===== config.mk =====
export PLATFORM = sky130hd
export DESIGN_NAME = hba_bridge
export DESIGN_NICKNAME = d
export VERILOG_FILES = /design/src/rtl/hba_pkg.sv /design/src/rtl/hba_fixed_prio.sv /design/src/rtl/hba_bridge.sv
export VERILOG_INCLUDE_DIRS = /design/src /design/src/rtl
export SDC_FILE = /design/constraint.sdc
export NUM_CORES = 1
export LEC_CHECK = 0
export BUFFER_PORTS_ARGS = -buffer_cell sky130_fd_sc_hd__buf_2
export CAP_MARGIN = 20
export CORE_AREA = 8 8 177 179
export DETAILED_ROUTE_END_ITERATION = 16
export DIE_AREA = 0 0 185 187
export PLACE_DENSITY = 0.66
export SLEW_MARGIN = 20
export SYNTH_ARGS = -nofsm -noshare
export SYNTH_HDL_FRONTEND = slang
export SYNTH_SLANG_ARGS = --single-unit

===== constraint.sdc =====
create_clock -name clk -period 2.6 [get_ports clk]
set_input_delay 0.13 -clock clk [delete_from_list [all_inputs] [get_ports clk]]
set_output_delay 0.13 -clock clk [all_outputs]
set_load 0.02 [all_outputs]

===== src/rtl/hba_cfg.svh =====
// constants for the harvard bus arbiter and peripheral bridge
// Overview of operation
// program read bus: 22-bit address, 32-bit data
// data read/write buses: 32-bit address and data
// full 32-bit access in one bus cycle
// fetch, data read, data write run concurrently; memory port serves one per cycle, peripheral accesses overlap
// fixed priority: dwrite, pwrite, dread, pread, fetch
// requester never issues data and program write together
// requester never issues program read and fetch together
// bridge folds buses onto 16-bit-address peripheral bus
// second frame accepts only 16-bit accesses
// first frame accepts 16 and 32-bit accesses
// third frame: 16/32-bit, CPU and DMA
// first frame: writes 0-wait, reads 2-wait, stretchable
// back-to-back first-frame writes add one cycle
// second frame fixed timing, ready ignored
// losing requests stay pending until they win
`ifndef HBA_CFG_SVH
`define HBA_CFG_SVH
// bus widths
`define HBA_PA_W     22
`define HBA_DA_W     32
`define HBA_DW       32
`define HBA_PER_AW   16
`define HBA_PA_PAD   10'h000
`define HBA_HALF_PAD 16'h0000
// peripheral page decode: upper half of the data address
`define HBA_PER_PAGE 16'h0000
`define HBA_FRM_MSB  15
`define HBA_FRM_LSB  12
`define HBA_F1_ID    4'h6
`define HBA_F2_ID    4'h7
`define HBA_F3_ID    4'h5
// wait states on peripheral reads
`define HBA_RD_WAIT  2'h2
`define HBA_WAIT_ONE 2'h1
// memory source index, highest priority first
`define HBA_S_DW     0
`define HBA_S_PW     1
`define HBA_S_DR     2
`define HBA_S_PR     3
`define HBA_S_FE     4
`define HBA_NMEM     5
// peripheral source index
`define HBA_P_DW     0
`define HBA_P_DR     1
`define HBA_P_DMA    2
`define HBA_NPER     3
`endif


===== src/rtl/hba_pkg.sv =====
// types shared by the arbiter bridge
package hba_pkg;
  // peripheral bus sequencer states, one-hot
  typedef enum logic [3:0] {
    PS_IDLE = 4'h1,
    PS_ACC  = 4'h2,
    PS_GAP  = 4'h4,
    PS_ERR  = 4'h8
  } hba_pstate_t;
endpackage : hba_pkg


===== src/rtl/hba_fixed_prio.sv =====
// fixed-priority picker: index 0 wins
`timescale 1ns/100ps
module hba_fixed_prio #(
  parameter int N = 2
) (
  input  wire logic [N-1:0] req,
  output      logic [N-1:0] gnt
);
  // walk from highest priority down, first request found takes the grant
  always_comb begin
    logic taken;
    taken = 1'b0;
    gnt   = '0;
    for (int i = 0; i < N; i++) begin
      if (req[i] && !taken) begin
        gnt[i] = 1'b1;
        taken  = 1'b1;
      end
    end
  end
endmodule : hba_fixed_prio


===== src/rtl/hba_bridge.sv =====
// memory-bus arbiter with peripheral bridge
`timescale 1ns/100ps
`include "hba_cfg.svh"
module hba_bridge
  import hba_pkg::*;
(
  input  wire logic                   clk,
  input  wire logic                   rst_n,
  input  wire logic                   ce,
  // cpu program bus (fetch, program read, program write share the address)
  input  wire logic                   fetchReq,
  input  wire logic                   progRdReq,
  input  wire logic                   progWrReq,
  input  wire logic [`HBA_PA_W-1:0]   progAddr,
  // cpu data read bus
  input  wire logic                   dataRdReq,
  input  wire logic [`HBA_DA_W-1:0]   dataRdAddr,
  input  wire logic                   dataRdWide,
  // cpu data write bus, also carries program write data
  input  wire logic                   dataWrReq,
  input  wire logic [`HBA_DA_W-1:0]   dataWrAddr,
  input  wire logic [`HBA_DW-1:0]     dataWrData,
  input  wire logic                   dataWrWide,
  // dma requester, peripheral third frame only
  input  wire logic                   dmaReq,
  input  wire logic                   dmaWrite,
  input  wire logic [`HBA_PER_AW-1:0] dmaAddr,
  input  wire logic [`HBA_DW-1:0]     dmaWrData,
  input  wire logic                   dmaWide,
  // completions back to requesters
  output      logic                   fetchDone_r,
  output      logic                   progRdDone_r,
  output      logic                   progWrDone_r,
  output      logic                   dataRdDone_r,
  output      logic                   dataWrDone_r,
  output      logic                   dmaDone_r,
  output      logic                   accErr_r,
  output      logic [`HBA_DW-1:0]     progRdData_r,
  output      logic [`HBA_DW-1:0]     dataRdData_r,
  output      logic [`HBA_DW-1:0]     dmaRdData_r,
  // attached memory, read data valid in the cycle of memEn_r
  output      logic                   memEn_r,
  output      logic                   memWe_r,
  output      logic [`HBA_DA_W-1:0]   memAddr_r,
  output      logic [`HBA_DW-1:0]     memWrData_r,
  input  wire logic [`HBA_DW-1:0]     memRdData,
  // peripheral bus
  output      logic                   perStrobe_r,
  output      logic [2:0]             perFrame_r,
  output      logic                   perWrite_r,
  output      logic                   perWide_r,
  output      logic [`HBA_PER_AW-1:0] perAddr_r,
  output      logic [`HBA_DW-1:0]     perWrData_r,
  input  wire logic [`HBA_DW-1:0]     perRdData,
  input  wire logic                   perReady
);
  ////////////////////////////////////////////////////////////////////////////
  // address decode
  logic                   rdIsPer;   // data read aims at peripheral page
  logic                   wrIsPer;   // data write aims at peripheral page
  logic [`HBA_NMEM-1:0]   memSrc_r;  // memory access in flight, by source
  logic [`HBA_NMEM-1:0]   memReq;    // eligible memory requests
  logic [`HBA_NMEM-1:0]   memGnt;    // memory winner this cycle
  logic [`HBA_NPER-1:0]   perReq;    // eligible peripheral requests
  logic [`HBA_NPER-1:0]   perGnt;    // peripheral winner this cycle
  hba_pstate_t            pState_r;  // peripheral sequencer state
  logic [`HBA_NPER-1:0]   perSrc_r;  // owner of the peripheral cycle
  logic [1:0]             waitCnt_r; // wait states spent so far
  logic                   f1WrLast_r;// last cycle finished a first-frame write
  logic                   perFin;    // peripheral access completes now
  logic                   pickWrite; // granted peripheral access is a write
  logic                   pickWide;  // granted peripheral access is 32-bit
  logic [`HBA_PER_AW-1:0] pickAddr;  // granted peripheral address
  logic [`HBA_DW-1:0]     pickData;  // granted peripheral write data
  logic [2:0]             pickFrm;   // granted frame, one-hot {f3,f2,f1}

  // peripheral page decode
  assign rdIsPer = (dataRdAddr[`HBA_DA_W-1:`HBA_PER_AW] == `HBA_PER_PAGE);
  assign wrIsPer = (dataWrAddr[`HBA_DA_W-1:`HBA_PER_AW] == `HBA_PER_PAGE);

  ////////////////////////////////////////////////////////////////////////////
  // memory arbitration
  // a source is masked in flight and in its done cycle: a held request is taken once
  always_comb begin
    memReq[`HBA_S_DW] = dataWrReq && !wrIsPer && !dataWrDone_r;
    memReq[`HBA_S_PW] = progWrReq && !progWrDone_r;
    memReq[`HBA_S_DR] = dataRdReq && !rdIsPer && !memSrc_r[`HBA_S_DR] && !dataRdDone_r;
    memReq[`HBA_S_PR] = progRdReq && !memSrc_r[`HBA_S_PR] && !progRdDone_r;
    memReq[`HBA_S_FE] = fetchReq && !memSrc_r[`HBA_S_FE] && !fetchDone_r;
  end

  // fixed priority order of the memory port
  hba_fixed_prio #(
    .N (`HBA_NMEM)
  ) u_memArb (
    .req (memReq),
    .gnt (memGnt)
  );

  // losers are not recorded; their held request retries next cycle
  always_ff @(posedge clk or negedge rst_n) begin
    if (!rst_n) begin
      memSrc_r    <= '0;
      memEn_r     <= 1'b0;
      memWe_r     <= 1'b0;
      memAddr_r   <= '0;
      memWrData_r <= '0;
    end else if (ce) begin
      memSrc_r <= memGnt;
      memEn_r  <= |memGnt;
      memWe_r  <= memGnt[`HBA_S_DW] || memGnt[`HBA_S_PW];
      // program write data rides on the data write bus
      memWrData_r <= dataWrData;
      // program addresses zero extended, data addresses full
      if (memGnt[`HBA_S_DW])
        memAddr_r <= dataWrAddr;
      else if (memGnt[`HBA_S_DR])
        memAddr_r <= dataRdAddr;
      else
        memAddr_r <= {`HBA_PA_PAD, progAddr};
    end
  end

  ////////////////////////////////////////////////////////////////////////////
  // peripheral arbitration and selection
  // only offered while the sequencer is idle; dma is lowest
  always_comb begin
    perReq = '0;
    if (pState_r == PS_IDLE) begin
      perReq[`HBA_P_DW]  = dataWrReq && wrIsPer && !dataWrDone_r;
      perReq[`HBA_P_DR]  = dataRdReq && rdIsPer && !dataRdDone_r;
      perReq[`HBA_P_DMA] = dmaReq && !dmaDone_r;
    end
  end

  hba_fixed_prio #(
    .N (`HBA_NPER)
  ) u_perArb (
    .req (perReq),
    .gnt (perGnt)
  );

  // multiplex the winner onto the narrow bus
  always_comb begin
    pickWrite = 1'b0;
    pickWide  = dmaWide;
    pickAddr  = dmaAddr;
    pickData  = dmaWrData;
    if (perGnt[`HBA_P_DW]) begin
      pickWrite = 1'b1;
      pickWide  = dataWrWide;
      pickAddr  = dataWrAddr[`HBA_PER_AW-1:0];
      pickData  = dataWrData;
    end else if (perGnt[`HBA_P_DR]) begin
      pickWide  = dataRdWide;
      pickAddr  = dataRdAddr[`HBA_PER_AW-1:0];
    end else begin
      pickWrite = dmaWrite;
    end
    pickFrm[0] = (pickAddr[`HBA_FRM_MSB:`HBA_FRM_LSB] == `HBA_F1_ID);
    pickFrm[1] = (pickAddr[`HBA_FRM_MSB:`HBA_FRM_LSB] == `HBA_F2_ID);
    pickFrm[2] = (pickAddr[`HBA_FRM_MSB:`HBA_FRM_LSB] == `HBA_F3_ID);
  end

  // completion: writes no wait, reads two; ready stretches all but frame 2
  assign perFin = (pState_r == PS_ACC) &&
                  (perWrite_r || (waitCnt_r == `HBA_RD_WAIT)) &&
                  (perFrame_r[1] || perReady);

  ////////////////////////////////////////////////////////////////////////////
  // peripheral sequencer
  always_ff @(posedge clk or negedge rst_n) begin
    if (!rst_n) begin
      pState_r    <= PS_IDLE;
      perSrc_r    <= '0;
      perStrobe_r <= 1'b0;
      perFrame_r  <= '0;
      perWrite_r  <= 1'b0;
      perWide_r   <= 1'b0;
      perAddr_r   <= '0;
      perWrData_r <= '0;
      waitCnt_r   <= '0;
      f1WrLast_r  <= 1'b0;
    end else if (ce) begin
      case (pState_r)
        PS_IDLE: begin
          f1WrLast_r <= f1WrLast_r && dataWrDone_r; // writer is masked in done cycle, keep mark one more
          if (|perGnt) begin
            perSrc_r    <= perGnt;
            perFrame_r  <= pickFrm;
            perWrite_r  <= pickWrite;
            perWide_r   <= pickWide;
            perAddr_r   <= pickAddr;
            perWrData_r <= pickData;
            waitCnt_r   <= '0;
            // wide to second frame, dma outside third, or no frame
            if ((pickFrm[1] && pickWide) || (perGnt[`HBA_P_DMA] && !pickFrm[2]) || !(|pickFrm))
              pState_r <= PS_ERR;
            // one extra cycle between first-frame writes
            else if (pickFrm[0] && pickWrite && f1WrLast_r)
              pState_r <= PS_GAP;
            else begin
              // both widths pass through here
              pState_r    <= PS_ACC;
              perStrobe_r <= 1'b1;
            end
          end
        end
        PS_GAP: begin
          pState_r    <= PS_ACC;
          perStrobe_r <= 1'b1;
        end
        PS_ACC: begin
          // wait states, stretched only where ready counts
          if (perFin) begin
            pState_r    <= PS_IDLE;
            perStrobe_r <= 1'b0;
            f1WrLast_r  <= perFrame_r[0] && perWrite_r;
          end else if (waitCnt_r != `HBA_RD_WAIT) begin
            waitCnt_r <= waitCnt_r + `HBA_WAIT_ONE;
          end
        end
        PS_ERR: begin // refused access ends without any bus cycle
          pState_r <= PS_IDLE;
        end
        default: begin
          pState_r    <= PS_IDLE;
          perStrobe_r <= 1'b0;
        end
      endcase
    end
  end

  ////////////////////////////////////////////////////////////////////////////
  // completions and read data
  // each bus has its own done path; the one memory port still grants one of them per cycle
  always_ff @(posedge clk or negedge rst_n) begin
    if (!rst_n) begin
      fetchDone_r  <= 1'b0;
      progRdDone_r <= 1'b0;
      progWrDone_r <= 1'b0;
      dataRdDone_r <= 1'b0;
      dataWrDone_r <= 1'b0;
      dmaDone_r    <= 1'b0;
      accErr_r     <= 1'b0;
    end else if (ce) begin
      dataWrDone_r <= memGnt[`HBA_S_DW] || ((perFin || pState_r == PS_ERR) && perSrc_r[`HBA_P_DW]);
      progWrDone_r <= memGnt[`HBA_S_PW];
      dataRdDone_r <= memSrc_r[`HBA_S_DR] || ((perFin || pState_r == PS_ERR) && perSrc_r[`HBA_P_DR]);
      progRdDone_r <= memSrc_r[`HBA_S_PR];
      fetchDone_r  <= memSrc_r[`HBA_S_FE];
      dmaDone_r    <= (perFin || pState_r == PS_ERR) && perSrc_r[`HBA_P_DMA];
      accErr_r     <= (pState_r == PS_ERR);
    end
  end

  // narrow peripheral reads return the low half with the upper half cleared, memory reads the whole word
  always_ff @(posedge clk or negedge rst_n) begin
    if (!rst_n) begin
      progRdData_r <= '0;
      dataRdData_r <= '0;
      dmaRdData_r  <= '0;
    end else if (ce) begin
      if (memSrc_r[`HBA_S_PR] || memSrc_r[`HBA_S_FE])
        progRdData_r <= memRdData;
      if (memSrc_r[`HBA_S_DR])
        dataRdData_r <= memRdData;
      else if (perFin && perSrc_r[`HBA_P_DR])
        dataRdData_r <= perWide_r ? perRdData : {`HBA_HALF_PAD, perRdData[15:0]};
      if (perFin && perSrc_r[`HBA_P_DMA])
        dmaRdData_r <= perWide_r ? perRdData : {`HBA_HALF_PAD, perRdData[15:0]};
    end
  end

  ////////////////////////////////////////////////////////////////////////////
  // checks
  chk_mem_single: assert property (@(posedge clk) disable iff (!rst_n) $onehot0(memGnt))
    else $error("more than one memory grant");
  chk_dw_first: assert property (@(posedge clk) disable iff (!rst_n) memReq[0] |-> memGnt[0])
    else $error("data write lost memory arbitration");
  chk_fetch_last: assert property (@(posedge clk) disable iff (!rst_n)
    memGnt[4] |-> (memReq[3:0] == 4'h0)) else $error("fetch granted over a higher request");
  chk_loser_waits: assert property (@(posedge clk) disable iff (!rst_n || !ce)
    (memReq[4] && |memGnt[3:0]) |=> !memSrc_r[4] && !fetchDone_r) else $error("losing fetch was serviced");
  chk_read_latency: assert property (@(posedge clk) disable iff (!rst_n || !ce)
    memGnt[2] |=> memEn_r && !memWe_r ##1 dataRdDone_r) else $error("data read not done two cycles after grant");
  chk_f2_narrow: assert property (@(posedge clk) disable iff (!rst_n)
    perStrobe_r && perFrame_r[1] |-> !perWide_r) else $error("wide access on second frame");
  chk_dma_frame: assert property (@(posedge clk) disable iff (!rst_n)
    perStrobe_r && perSrc_r[2] |-> perFrame_r[2]) else $error("dma outside third frame");
  chk_f2_read_time: assert property (@(posedge clk) disable iff (!rst_n || !ce)
    $rose(perStrobe_r) && perFrame_r[1] && !perWrite_r |-> perStrobe_r[*3] ##1 !perStrobe_r)
    else $error("second frame read not three strobe cycles");
  chk_ready_stretch: assert property (@(posedge clk) disable iff (!rst_n || !ce)
    perStrobe_r && !perFrame_r[1] && !perReady |=> perStrobe_r) else $error("stretched access ended without ready");
  chk_f1_gap: assert property (@(posedge clk) disable iff (!rst_n || !ce)
    pState_r == PS_GAP |-> !perStrobe_r ##1 perStrobe_r && perWrite_r && perFrame_r[0])
    else $error("first frame write gap wrong");
endmodule : hba_bridge


After elaboration in Yosys (flattened, before gate mapping):

Cells that the tools add are included.
W data, S select, Z words.

* flip-flop bits (word level): 238
* bits of input ports: 244
* output and inout bits: 223
* word-level logic and storage cells: 160

* $add $sub $neg: 1
* equal/unequal tests: 15
* muxes and demuxes: 41
* bitwise logic cells: 1
* reductions and logical operators: 77

Operator list (count)
* $mux W32: 6
* $logic_and A1 B1 Y1: 34
* $logic_not A16 Y1: 2
* $mux W16: 2
* $mux W1: 21
* $logic_not A1 Y1: 19
* $eq A4 B3 Y1 const B: 4
* $mux W4: 3
* $pmux W4 S3: 1
* $ne A2 B2 Y1 const B: 5
* $logic_or A1 B1 Y1: 9
* $reduce_and A3 Y1: 3
* $mux W2: 3
* $mux W3: 2
* $reduce_and A2 Y1: 3
* $reduce_and A6 Y1: 1
* $reduce_or A3 Y1: 2
* $reduce_and A5 Y1: 1
* $reduce_or A5 Y1: 1
* $eq A4 B1 Y1 const B: 1
* $eq A4 B2 Y1 const B: 1
* $eq A4 B4 Y1 const B: 1
* $ne A2 B1 Y1 const B: 2
* $pmux W1 S4: 1
* other kinds (6): 7

Depth between registers and ports, before layout:

Gate-level depths: netlist (run 1).

* depth after elaboration: 18
* depth in mapped cells: 10
* depth with buffers taken out: 8

Modules after synthesis:

From an unflattened synthesis (run 1), not the netlist that was laid out.

* cell total of the unflattened synthesis: 979
* area total of the unflattened synthesis: 10657.7 um^2

By module, submodules not included
* hba_bridge: times used 1, cells an instance 970, area an instance 10576.4 um^2, sequential area each 5906.9 um^2
* hba_fixed_prio at u_memArb: times used 1, cells an instance 6, area an instance 55.1 um^2, sequential area each 0.0 um^2
* hba_fixed_prio at u_perArb: times used 1, cells an instance 3, area an instance 26.3 um^2, sequential area each 0.0 um^2

Worst setup path before layout (run 1):

OpenSTA, ideal clock, no wires.

* kind: flip-flop to flip-flop
* from: register pState_r[1]
* to: register pState_r[3]
* library setup time: 121 ps
* arrival: 2123 ps
* required time: 2479 ps
* slack: 356 ps
* stages on the path, launching flop included: 9
* path buffers: 1
* period minus slack after synthesis: 2244 ps
* cells stage by stage: dfrtp_1 -> buf_6 -> nor4b_4 -> nand2_4 -> or3_1 -> o21a_1 -> a221oi_2 -> o21ai_2 -> a22o_1

* longest elaborated chain between the ends: 16
* elaborated cells on any way between the ends: 35
* classes of those cells: eq/ne (8); mux (12); reduce/logical (15)

RTL lines
* from (decl): line hba_bridge.sv:66 `hba_pstate_t pState_r;`
* from (signal assigned): line hba_bridge.sv:174 `pState_r <= PS_IDLE;`
* from (signal assigned): line hba_bridge.sv:198 `pState_r <= PS_ERR;`
* from (signal assigned): line hba_bridge.sv:201 `pState_r <= PS_GAP;`
* $eq A4 B1 Y1: line hba_bridge.sv:129, hba_bridge.sv:185
* $mux W3: line hba_bridge.sv:129 `if (pState_r == PS_IDLE) begin`
* $mux W1: line hba_fixed_prio.sv:15 `if (req[i] && !taken) begin`
* $logic_not A1 Y1: line hba_fixed_prio.sv:15
* $logic_and A1 B1 Y1: line hba_fixed_prio.sv:15
* $mux W1: line hba_fixed_prio.sv:15
* $mux W16: line hba_bridge.sv:154 `` end else if (perGnt[`HBA_P_DR]) begin ``
* $mux W16: line hba_bridge.sv:149 `` if (perGnt[`HBA_P_DW]) begin ``
* $eq A4 B3 Y1 (no source line)
* $logic_not A1 Y1: line hba_bridge.sv:197 `` if ((pickFrm[1] && pickWide) || (perGnt[`HBA_P_DMA] && !pickFrm[2]) || !(|pickFrm)) ``
* $logic_and A1 B1 Y1: line hba_bridge.sv:197
* $logic_or A1 B1 Y1 (2 in a row): line hba_bridge.sv:197
* $mux W4: line hba_bridge.sv:197
* $mux W4: line hba_bridge.sv:188 `if (|perGnt) begin`
* $pmux W4 S3: line hba_bridge.sv:185 `case (pState_r)`

Parallel ways exist; a longest one is shown, timed or not. The select of a mux whose other input is x is not followed.
A chain may end at the register's enable or synchronous reset.

Final worst setup path (run 1):

* from: input port dataRdAddr[29]
* to: register memAddr_r[27]

* longest elaborated chain between the ends: 9

RTL lines
* from (decl): line hba_bridge.sv:17 `` input wire logic [`HBA_DA_W-1:0] dataRdAddr, ``
* $logic_not A16 Y1 (no source line)
* $logic_not A1 Y1: line hba_bridge.sv:87 `` memReq[`HBA_S_DR] = dataRdReq && !rdIsPer && !memSrc_r[`HBA_S_DR] && !dataRdDone_r; ``
* $logic_and A1 B1 Y1 (3 in a row): line hba_bridge.sv:87
* $logic_and A1 B1 Y1: line hba_fixed_prio.sv:15
* $mux W1: line hba_fixed_prio.sv:15
* $mux W32: line hba_bridge.sv:117 `` else if (memGnt[`HBA_S_DR]) ``
* $mux W32: line hba_bridge.sv:115 `` if (memGnt[`HBA_S_DW]) ``
* to (signal assigned): line hba_bridge.sv:116 `memAddr_r <= dataWrAddr;`
* to (signal assigned): line hba_bridge.sv:118 `memAddr_r <= dataRdAddr;`
* to (signal assigned): line hba_bridge.sv:120 `` memAddr_r <= {`HBA_PA_PAD, progAddr}; ``
* to (decl): line hba_bridge.sv:44 `` output logic [`HBA_DA_W-1:0] memAddr_r, ``

No other way between the ends.

==> reports/metrics.yaml, run 1 <==
layout:
  area_growth_pct: 57.6
  seqCellArea_um2: 5910
  multi_input_area_um2: 4480
  layout_common_cells: "buf_2, dfrtp_1, dlygate4sd3_1, nand2_1, nor2_1"
  final_common_cell: "buf_2"
  nFillCells: 2372
  finish.instance_area_um2: 16700
  nets: 1932
  utilization_pct: 58.7
  drive_above_1_share_pct: 39.8
routing:
  vias_per_cell: 5.20
  vias: 10900
  postRouteAntennaNets: 0
  totalWireLength_um: 45300
  top_layer: "met5"
  wl_per_cell_um: 21.6
  wl_met2_um: 22600
  drt_iter0_drc: 617
  drc: 0
  wl_met3_um: 3760
  m1WireLength_um: 16700
  first_pass_iters: 5
die:
  start_util_pct: 37.3
  die_area_um2: 34600
  die_h_um: 187
  core_area_um2: 28400
  num_io_pins: 467
  chipWidth_um: 185
  rows: 62
place:
  dpl-instance-area_um2: 13500
  port_buffers: 466
  routabilityCongestion: 0.888
  hpwl_um: 32200
setup_path:
  cp_slowest_stage_delay_ns: 0.60
  path_buf_inv: 4
  slowest_stage: "dlygate4sd3_1"
  crit_top_cell: "dlygate4sd3_1"
  worstSetupPathType: "input port to flip-flop"
  critical-path-top-delay-family: "buffers and inverters"
  startpoint: "dataRdAddr[29]"
  cp-start-kind: "input port"
  crit_chain: "dlygate4sd3_1, buf_2, nor4_2, and4_2, nor3_4, and3_4, buf_12, a221oi_1, dlygate4sd3_1, nor2_1"
  timing.rr.start: "pState_r[0]$_DFFE_PN1P_"
  crit_arrival_ns: 2.96
  cp-end-kind: "flip-flop"
  crit_fanout: 24
  crit_required_ns: 3.01
yosys:
  synthDominantCellAreaShare_pct: 55.6
  ys.flop_type: "dfrtp_1"
  synth_compound_area_share_pct: 12.8
  yosys-top-cells-area: "dfrtp_1, mux2_2, nand2_1, nor2_1, mux2i_1"
  syn_area_per_cell_um2: 10.4
  synth_xor_area_share_pct: 0
  yosysSeqAreaShare_pct: 55.8
  ys_types: 61
  synth-warning-count: 0
  synth_nets: 1258
  synthArstFlopShare_pct: 100
  synth_cells: 1013
  synth_edf_count: 0
  ys_seq_elements: 236
  synth-adder-area-share_pct: 0.118
  synth_top_family_by_area: "multiplexers"
  muxShareOfSynthArea_pct: 14.3
  synth_area_um2: 10600
  yosysTopAreaCell: "dfrtp_1"
  synth-simple-area-share_pct: 14.2
clock_tree:
  clock_path_buffers: 3
  cts_tree: "done"
  clk_latency_ns: 0.54
  cts.root.buffer_cell: "clkbuf_16"
  clk_pin_slew_worst_paths_ns: 0.06
  cts_setup_buffers: 0
  h-tree-depth: 1
  numCtsBuffers: 26
  cts.sinks: 236
run_status:
  outcome: "complete, no violations"
power_and_ir_drop:
  p_switching_mw: 5.53
  comb_power_share_pct: 35.9
  vdd_drop_max_mv: 0.674
  power_frac_clock_pct: 28.0
  p_sw_share_pct: 37.0
  leakage_nw: 8.04
  p_seq_share_pct: 36.1
  internal_power_mw: 9.43
  powerDensity_nw_per_um2: 897
  p_total_mw: 15.0
sta:
  worst_pin_slew_ns: 0.916
  drv_slew: 0
  slew_headroom_pct: 38.9
  rsz0062_at_grt: "no"
  clock.fmax_mhz: 392
  fin_tns_setup_ns: 0
  setup_violations: 0
  finalCritPeriodShare_pct: 98.1
  fin_skew_ns: 0.0211
  finalHoldViolCount: 0
  min_period_ns: 2.55
run:
  cap_viol_max_count: 0
global_routing:
  grt_first_pass_wirelength_um: 68700
  antenna_found_initial: 8
  grt_max_degree: 67
  track_usage_pct: 25.2
  overflow: 0
  grt_pass1_vias: 11700
hold_path:
  holdCritPathClass: "input port to flip-flop"
  hp-start: "progAddr[0]"
logic make-up (layout without fill, tap and decap cells):
kind of cell             after synthesis  in the layout
multiplexers                         138            138
AO/OA/AOI/OAI                        215            215
other                                  0              6
flip-flops                           236            236
AND/OR/NAND/NOR                      352            352
buffers and inverters                 71            763
adder cells (fa/ha/maj)                1              1
path summary, 6_finish.rpt:
check | end | slack (ns) | depth (start not counted)
worst max-delay path | memAddr_r[27]$_DFFE_PN0P_ | 0.05 | 10
worst min register to register | dmaRdData_r[26]$_DFFE_PN0P_ | 0.48 | 2
max in group asynchronous | dataRdData_r[16]$_DFFE_PN0P_ | 1.67 | 3
worst max register to register | perFrame_r[2]$_DFFE_PN0P_ | 0.11 | 8
min in group asynchronous | dataRdData_r[17]$_DFFE_PN0P_ | 0.08 | 2
worst min-delay path | memAddr_r[0]$_DFFE_PN0P_ | 0.02 | 4
stage by stage:
step	hold WS, ns	cells	worst slack [ns]
floorplan	-0.166	1013	0.356
global placement	0.0598	1827	0.210
detailed placement	0.0531	1827	0.164
CTS	0.00849	2089	0.00132
global route	0.0285	2094	0.00184
finish	0.0241	2095	0.0486
power by group through the flow:
stage | Sequential, mW | Clock [mW] | Combinational (mW)
6_report | 5.41 | 4.19 | 5.37
5_1_grt | 5.54 | 4.41 | 5.74
4_1_cts | 5.39 | 4.27 | 5.35
3_5_place_dp | 5.44 | 0 | 5.08
3_3_place_gp | 5.40 | 0 | 5.03
2_1_floorplan | 6.67 | 0 | 1.63
worst reg2reg max path: stages (launching register included):
cell and delay (ns):
dfstp_2 0.56, or4b_4 0.51, nor2_4 0.20, a22oi_2 0.17, nand2_1 0.15, nand3_2 0.12, buf_4 0.27, nor2_1 0.24
a32o_1 0.20
layer usage:
layer | up-vias | GRT usage (%)
li1 | 4909 | -
met1 | 5285 | 28.7
met2 | 565 | 43.8
met3 | 143 | 6.60
met4 | 2 | 11.0
met5 | - | 0
registers in the layout, indices dropped and copies added, names as in the netlist, 2 cells and up:
| signal | count |
|---|---|
| perFrame_r | 3 |
| waitCnt_r | 2 |
| pState_r | 4 |
| progRdData_r | 32 |
| memWrData_r | 32 |
| memAddr_r | 32 |
| memSrc_r | 4 |
| dataRdData_r | 32 |
| dmaRdData_r | 32 |
| perSrc_r | 3 |
| perAddr_r | 16 |
| perWrData_r | 32 |
Yosys cell counts (3+ instances only):
cell type  instances
dfrtp_1          235
nand2_1          159
nor2_1           137
mux2_2           102
a21oi_1           64
clkbuf_1          47
a31oi_1           38
o21ai_0           37
mux2i_1           36
o21ai_1           19
a221oi_1          13
buf_2             11
nand3_1           10
nor4_1             9
a21o_1             7
inv_1              6
nor2b_1            5
a221oi_2           4
a311oi_1           4
buf_1              4
nor3_1             4
a32o_1             3
nand2b_1           3
nand4_1            3
o22a_1             3
or3_1              3
cell type report:
class / count / share of cell area, %
antenna: 6 / 0.0900
clock buffer: 36 / 4.61
clock inverter: 10 / 1.20
inverter: 6 / 0.135
multi-input combinational: 706 / 26.9
sequential: 236 / 35.4
tap: 384 / 2.88
timing repair buffer: 711 / 28.8
repair_timing:
| item | 4_1_cts | 5_1_grt |
|---|---|---|
| hold endpoints to repair | 395 | 0 |
| hold buffers | 216 | 0 |
| setup endpoints to repair | 0 | 9 |
| gates resized for setup | 0 | 12 |
Power figures use the tool's default switching activity.
==> inputs of run 2 (changes only) <==
Settings changed: CTS_CLUSTER_SIZE from default to 40, SETUP_SLACK_MARGIN from default to 0.4.
==> run 2 against run 1 <==
Against the previous run: combinational power grew 17%; worst hold slack lost 0.0054 ns; sequential power grew 1%.
==> reports/metrics.yaml, run 2 (same netlist as run 1, synthesis figures left out) <==
routing:
  wl_per_cell_um: 21.7  # +0.23%
  first_pass_iters: 5  # unchanged
  totalWireLength_um: 46500  # +2.6%
  drt_iter0_drc: 584  # -5.3%
  postRouteAntennaNets: 0  # unchanged
  vias_per_cell: 5.28  # +1.4%
  vias: 11300  # +3.9%
  drc: 0  # unchanged
sta:
  finalHoldViolCount: 0  # unchanged
  rsz0062_at_grt: "yes"
  finalCritPeriodShare_pct: 92.6  # -5.5 points
  min_period_ns: 2.41  # -0.143 ns
  setup_violations: 0  # unchanged
  worst_pin_slew_ns: 0.904  # -0.0112 ns
  clock.fmax_mhz: 415  # +5.9%
  fin_skew_ns: 0.0173  # -0.00374 ns
  fin_tns_setup_ns: 0  # unchanged
  slew_headroom_pct: 39.5  # +0.59 points
  drv_slew: 0  # unchanged
setup_path:
  worstSetupPathType: "flip-flop to flip-flop"
  crit_required_ns: 3.02  # about the same
  cp-end-kind: "flip-flop"
  crit_chain: "or4b_4, nor2_4, a22oi_2, buf_12, nand2_8, buf_6, nand3_4, buf_12, buf_16, nand2_2, o21ai_2"
  crit_arrival_ns: 2.83  # -0.13 ns
  crit_top_cell: "buf_12"
  slowest_stage: "dfstp_2"
  cp-start-kind: "flip-flop"
  cp_slowest_stage_delay_ns: 0.54  # -0.06 ns
  crit_fanout: 7  # -71%
  critical-path-top-delay-family: "simple AND/OR/NAND/NOR gates"
  path_buf_inv: 4  # unchanged
die:
  die_h_um: 187  # unchanged
  start_util_pct: 37.3  # unchanged
  rows: 62  # unchanged
  die_area_um2: 34600  # unchanged
  core_area_um2: 28400  # unchanged
  chipWidth_um: 185  # unchanged
  num_io_pins: 467  # unchanged
global_routing:
  grt_first_pass_wirelength_um: 68500  # -0.18%
  grt_util_met1_pct: 28.5  # -0.20 points
  antenna_found_initial: 10  # +2
  use_met2_pct: 42.0  # -1.8 points
  overflow: 0  # unchanged
  track_usage_pct: 25.0  # -0.26 points
  grt_busiest_layer: "met2"
  grt_pass1_vias: 11800  # +0.85%
  grt_max_degree: 72  # +7.5%
  grt_util_met3_pct: 7.61  # +1.0 points
layout:
  fin_cells: 2145  # +2.4%
  nets: 1979  # +2.4%
  finish.instance_area_um2: 17800  # +6.8%
  area_growth_pct: 68.2
  layout_common_cells: "buf_2, dfrtp_1, dlygate4sd3_1, nand2_1, nor2_1"
  drive_above_1_share_pct: 44.0  # +4.2 points
  utilization_pct: 62.7  # +4.0 points
  final_common_cell: "buf_2"
place:
  routabilityCongestion: 0.899  # +1.2%
  dpl-instance-area_um2: 13500  # +0.13%
  placed_cells: 1831  # +0.22%
  port_buffers: 466  # unchanged
  hpwl_um: 30300  # -5.9%
clock_tree:
  cts.root.buffer_cell: "clkbuf_16"
  cts_tree: "done"
  clk_latency_ns: 0.54  # about the same
  numCtsBuffers: 28  # +7.7%
  cts.sinks: 236  # unchanged
  clk_pin_slew_worst_paths_ns: 0.06  # about the same
  clock_path_buffers: 3  # unchanged
  h-tree-depth: 1  # unchanged
power_and_ir_drop:
  powerDensity_nw_per_um2: 885  # -1.4%
  leakage_nw: 8.44  # +5.0%
  p_total_mw: 15.8  # +5.3%
  vdd_drop_max_mv: 0.778  # +15%
hold_path:
  holdCritPathClass: "input port to flip-flop"
run_status:
  outcome: "complete, no violations"
run:
  cap_viol_max_count: 0  # unchanged
[run 2: layout make-up]
class,count,area (um2)
antenna,6,15.0
clock inverter,8,96.3
inverter,6,22.5
fill,2203,10600
tap,384,480
multi-input combinational,707,4960
timing repair buffer,755,5490
sequential,236,5910
clock buffer,43,838
[run 2: path summary, 6_finish.rpt]
check | start | to | slack (ns) | cells past startpoint
max in group asynchronous | rst_n | dataRdData_r[22]$_DFFE_PN0P_ | 1.60 | 3
min reg2reg | memAddr_r[7]$_DFFE_PN0P_ | memAddr_r[7]$_DFFE_PN0P_ | 0.48 | 1
min | dmaAddr[4] | perAddr_r[4]$_DFFE_PN0P_ | 0.02 | 5
max reg2reg | pState_r[0]$_DFFE_PN1P_ | perAddr_r[11]$_DFFE_PN0P_ | 0.19 | 11
max | pState_r[0]$_DFFE_PN1P_ | perAddr_r[11]$_DFFE_PN0P_ | 0.19 | 11
min in group asynchronous | rst_n | memWrData_r[3]$_DFFE_PN0P_ | 0.17 | 2
[run 2: stage by stage]
stage          setup WS [ns]  hold WS (ns)
4_1_cts                0.269      0.000424
2_1_floorplan          0.364        -0.166
5_1_grt                0.118       0.00816
3_3_place_gp           0.135         0.147
3_5_place_dp           0.105         0.153
6_report               0.192        0.0186
[run 2: routing by layer]
layer  part of all wire [%]  vias up
li1                       -     5030
met1                     37     5518
met2                     48      598
met3                    9.6      172
met4                    5.6        8
met5                   0.10        -
[run 2: repair_timing]
| item | 4_1_cts | 5_1_grt |
|---|---|---|
| endpoints found under the hold margin | 269 | 0 |
| setup endpoints to repair | 73 | 133 |
| resized for setup | 46 | 76 |
| setup buffers | 19 | 5 |
| cloned | 10 | 4 |
| hold buffers | 219 | 0 |
| pin swaps | 21 | 18 |
[run 2: tightest hold or removal path, cell delays in order]
cell and delay, ns:
buf_2 0.08, mux2i_1 0.06, nor2_1 0.09, a21oi_1 0.06, o21ai_2 0.10
[run 2: power by group]
group | total [mW] | switching (mW) | internal (mW)
Sequential | 5.47 | 0.719 | 4.76
Clock | 3.98 | 1.57 | 2.41
Combinational | 6.30 | 3.69 | 2.61
==> inputs of run 3 (changes only) <==
Settings changed: ABC_AREA from default to 1, CORE_AREA 8 8 177 179 to 8 8 178 180, DIE_AREA 0 0 185 187 to 0 0 186 188, GPL_TIMING_DRIVEN from default to 0.
==> run 3 against run 2 <==
Against the previous run: clock power is 4% higher; utilization is 3.4 points lower; die area is 1.1% higher; via count is 9.7% higher; sequential share of layout area is 1.2 points higher; clock-buffer cell count shrank 8; sequential power is 4.0% higher; critical path type unchanged; global-route usage rose by 1.7 points; critical path depth increased by 5; register-to-register slack better by 0.20 ns.
==> reports/metrics.yaml, run 3 <==
yosys:
  synth_nets: 1454  # +16%
  yosys-top-cells-area: "dfrtp_1, nand2_1, nor2_1, mux2_2, a31oi_1"
  synth_edf_count: 0  # unchanged
  ys_types: 40  # -34%
  synth_common_cells: "nand2_1, dfrtp_1, nor2_1"
  ys.flop_type: "dfrtp_1"
  yosysTopAreaCell: "dfrtp_1"
  synth_area_um2: 10700  # +0.63%
  yosysSeqAreaShare_pct: 55.5  # -0.35 points
  synthArstFlopShare_pct: 100  # unchanged
  syn_area_per_cell_um2: 8.81  # -16%
  ys_seq_elements: 236  # unchanged
  synth-warning-count: 0  # unchanged
  synthDominantCellAreaShare_pct: 55.2  # -0.35 points
  synth_cells: 1209  # +19%
  synth.most_common_cell: "nand2_1"
routing:
  postRouteAntennaNets: 0  # unchanged
  wl_per_cell_um: 20.7  # -4.5%
  vias: 12400  # +9.7%
  drt_iter0_drc: 929  # +59%
  vias_per_cell: 5.25  # -0.55%
  drc: 0  # unchanged
  totalWireLength_um: 49000  # +5.4%
  first_pass_iters: 5  # unchanged
clock_tree:
  clk_pin_slew_worst_paths_ns: 0.06  # about the same
  numCtsBuffers: 27  # -3.6%
  h-tree-depth: 1  # unchanged
  cts.root.buffer_cell: "clkbuf_16"
  clock_path_buffers: 3  # unchanged
  cts_tree: "done"
  cts.sinks: 236  # unchanged
  clk_latency_ns: 0.53  # about the same
setup_path:
  crit_fanout: 5  # -2
  timing.rr.start: "pState_r[0]$_DFFE_PN1P_"
  r2r_slack_ns: 0.39  # +0.20 ns
  r2r_end: "perStrobe_r$_DFFE_PN0P_"
  crit_arrival_ns: 2.63  # -0.20 ns
  startpoint: "pState_r[0]$_DFFE_PN1P_"
  cp-start-kind: "flip-flop"
  crit_required_ns: 3.02  # about the same
  reg2reg_depth: 16  # +5
  worstSetupPathType: "flip-flop to flip-flop"
  cp-end-kind: "flip-flop"
sta:
  fin_ws_ns: 0.390  # +0.199 ns
  slew_headroom_pct: 49.0  # +9.5 points
  rsz0062_at_grt: "yes"
  fin_tns_setup_ns: 0  # unchanged
  clock.fmax_mhz: 453  # +9.0%
  whs_ns: 0.0598  # +0.0411 ns
  min_period_ns: 2.21  # -0.199 ns
  setup_violations: 0  # unchanged
  drv_slew: 0  # unchanged
  worst_pin_slew_ns: 0.765  # -0.139 ns
  fin_skew_ns: 0.0113  # -0.00603 ns
  finalHoldViolCount: 0  # unchanged
  finalCritPeriodShare_pct: 85.0  # -7.6 points
die:
  rows: 63  # +1.6%
  core_area_um2: 29000  # +2.2%
  start_util_pct: 36.7  # -0.56 points
  die_h_um: 188  # +0.53%
  chipWidth_um: 186  # +0.54%
  num_io_pins: 467  # unchanged
  die_area_um2: 35000  # +1.1%
run:
  cap_viol_max_count: 0  # unchanged
global_routing:
  grt_pass1_vias: 13000  # +10%
  grt_first_pass_wirelength_um: 73500  # +7.3%
  track_usage_pct: 26.7  # +1.7 points
  antenna_found_initial: 10  # unchanged
  overflow: 0  # unchanged
  grt_max_degree: 97  # +35%
run_status:
  outcome: "complete, no violations"
place:
  placed_cells: 2066  # +13%
  pre_cts_ws_ns: 0.140  # +0.0354 ns
  routabilityCongestion: 0.923  # +2.7%
  port_buffers: 465  # -0.21%
  hpwl_um: 34600  # +14%
  dpl-instance-area_um2: 13500  # +0.35%
hold_path:
  whs_path_depth: 5  # unchanged
  hold_end: "perAddr_r[8]$_DFFE_PN0P_"
  holdCritPathClass: "input port to flip-flop"
  hp-start: "dataWrAddr[8]"
power_and_ir_drop:
  powerDensity_nw_per_um2: 935  # +5.6%
  leakage_nw: 8.40  # -0.53%
  vdd_drop_max_mv: 0.653  # -16%
layout:
  area_growth_pct: 61.4
  finish.instance_area_um2: 17200  # -3.5%
  layout_common_cells: "buf_2, nand2_1, dfrtp_1, dlygate4sd3_1, nor2_1"
  nets: 2195  # +11%
  drive_above_1_share_pct: 33.9  # -10 points
  final_common_cell: "buf_2"
  fin_cells: 2367  # +10%
## run 3: cell count changes after synthesis, moves of 19 or more
cell and delta:
mux2_2 -54, a31oi_1 +39, a21oi_1 -46, o21ai_0 +19, nand2_1 +190, nand3_1 +80, mux2i_1 -36
## run 3: area by class of cell
type / instances / area, um2
Fill cell: 2405 / 11800
Multi-Input combinational cell: 858 / 4400
Clock inverter: 13 / 198
Inverter: 35 / 139
Sequential cell: 236 / 5910
Antenna cell: 8 / 20.0
Buffer: 80 / 457
Clock buffer: 35 / 766
Tap cell: 390 / 488
Timing Repair Buffer: 712 / 4820
## run 3: through the flow
step | power, mW | util [%]
floorplan | 8.94 | -
global placement | 11.3 | 46.4
detailed placement | 11.5 | 46.6
CTS | 16.0 | 58.2
global route | 16.9 | 59.3
finish | 16.1 | 59.3
## run 3: cell families (layout without fill, tap and decap cells)
| kind of cell | after synthesis | after routing | synth area share [%] |
|---|---|---|---|
| other | 0 | 8 | 0 |
| DFF | 236 | 236 | 55.5 |
| adders and majority gates | 1 | 1 | 0.117 |
| muxes | 48 | 48 | 5.07 |
| AOI/OAI and AO/OA | 191 | 191 | 10.9 |
| and+or+nand+nor | 618 | 618 | 23.9 |
| buffers and inverters | 115 | 875 | 4.53 |
## run 3: how the worst max path moves through the flow
stage / slack, ns / to
2_1_floorplan: 0.66 / perStrobe_r$_DFFE_PN0P_
3_3_place_gp: -2.92 / dataRdData_r[5]$_DFFE_PN0P_
3_5_place_dp: 0.14 / perWrData_r[31]$_DFFE_PN0P_
4_1_cts: 0.39 / dmaRdData_r[23]$_DFFE_PN0P_
5_1_grt: 0.26 / perStrobe_r$_DFFE_PN0P_
6_report: 0.39 / perStrobe_r$_DFFE_PN0P_
## run 3: critical path, cell delays in order, from the launching register on
cell	delay, ns
dfstp_2	0.57
inv_2	0.06
nor2_4	0.10
nand2_4	0.09
nor2_4	0.15
nand3_4	0.10
buf_6	0.16
nand3_1	0.08
nand2_1	0.07
nor2_2	0.11
nand3_2	0.14
nor2_2	0.14
nand2_2	0.08
nand3_4	0.08
nand2_2	0.05
nand2_1	0.05
nand2_1	0.05
## run 3: what timing repair did
item	CTS	global route
setup buffers	3	11
endpoints found under the hold margin	326	0
resized for setup	21	72
hold buffers	229	0
pin swaps	2	11
setup endpoints to repair	88	135
gates cloned	0	2
## run 3: report_power, final
| group | switching, mW | internal [mW] |
|---|---|---|
| Combinational | 3.98 | 2.27 |
| Sequential | 0.766 | 4.93 |
| Clock | 1.57 | 2.56 |
## run 3: metal layers
metal  global-route usage [%]  vias to the layer above  part of all wire [%]
met3                     7.39                      141                    11
li1                         -                     5541                     -
met2                     45.2                      849                    48
met1                     30.9                     5895                    36
met5                        0                        -                 0.047
met4                     12.3                        4                   4.5
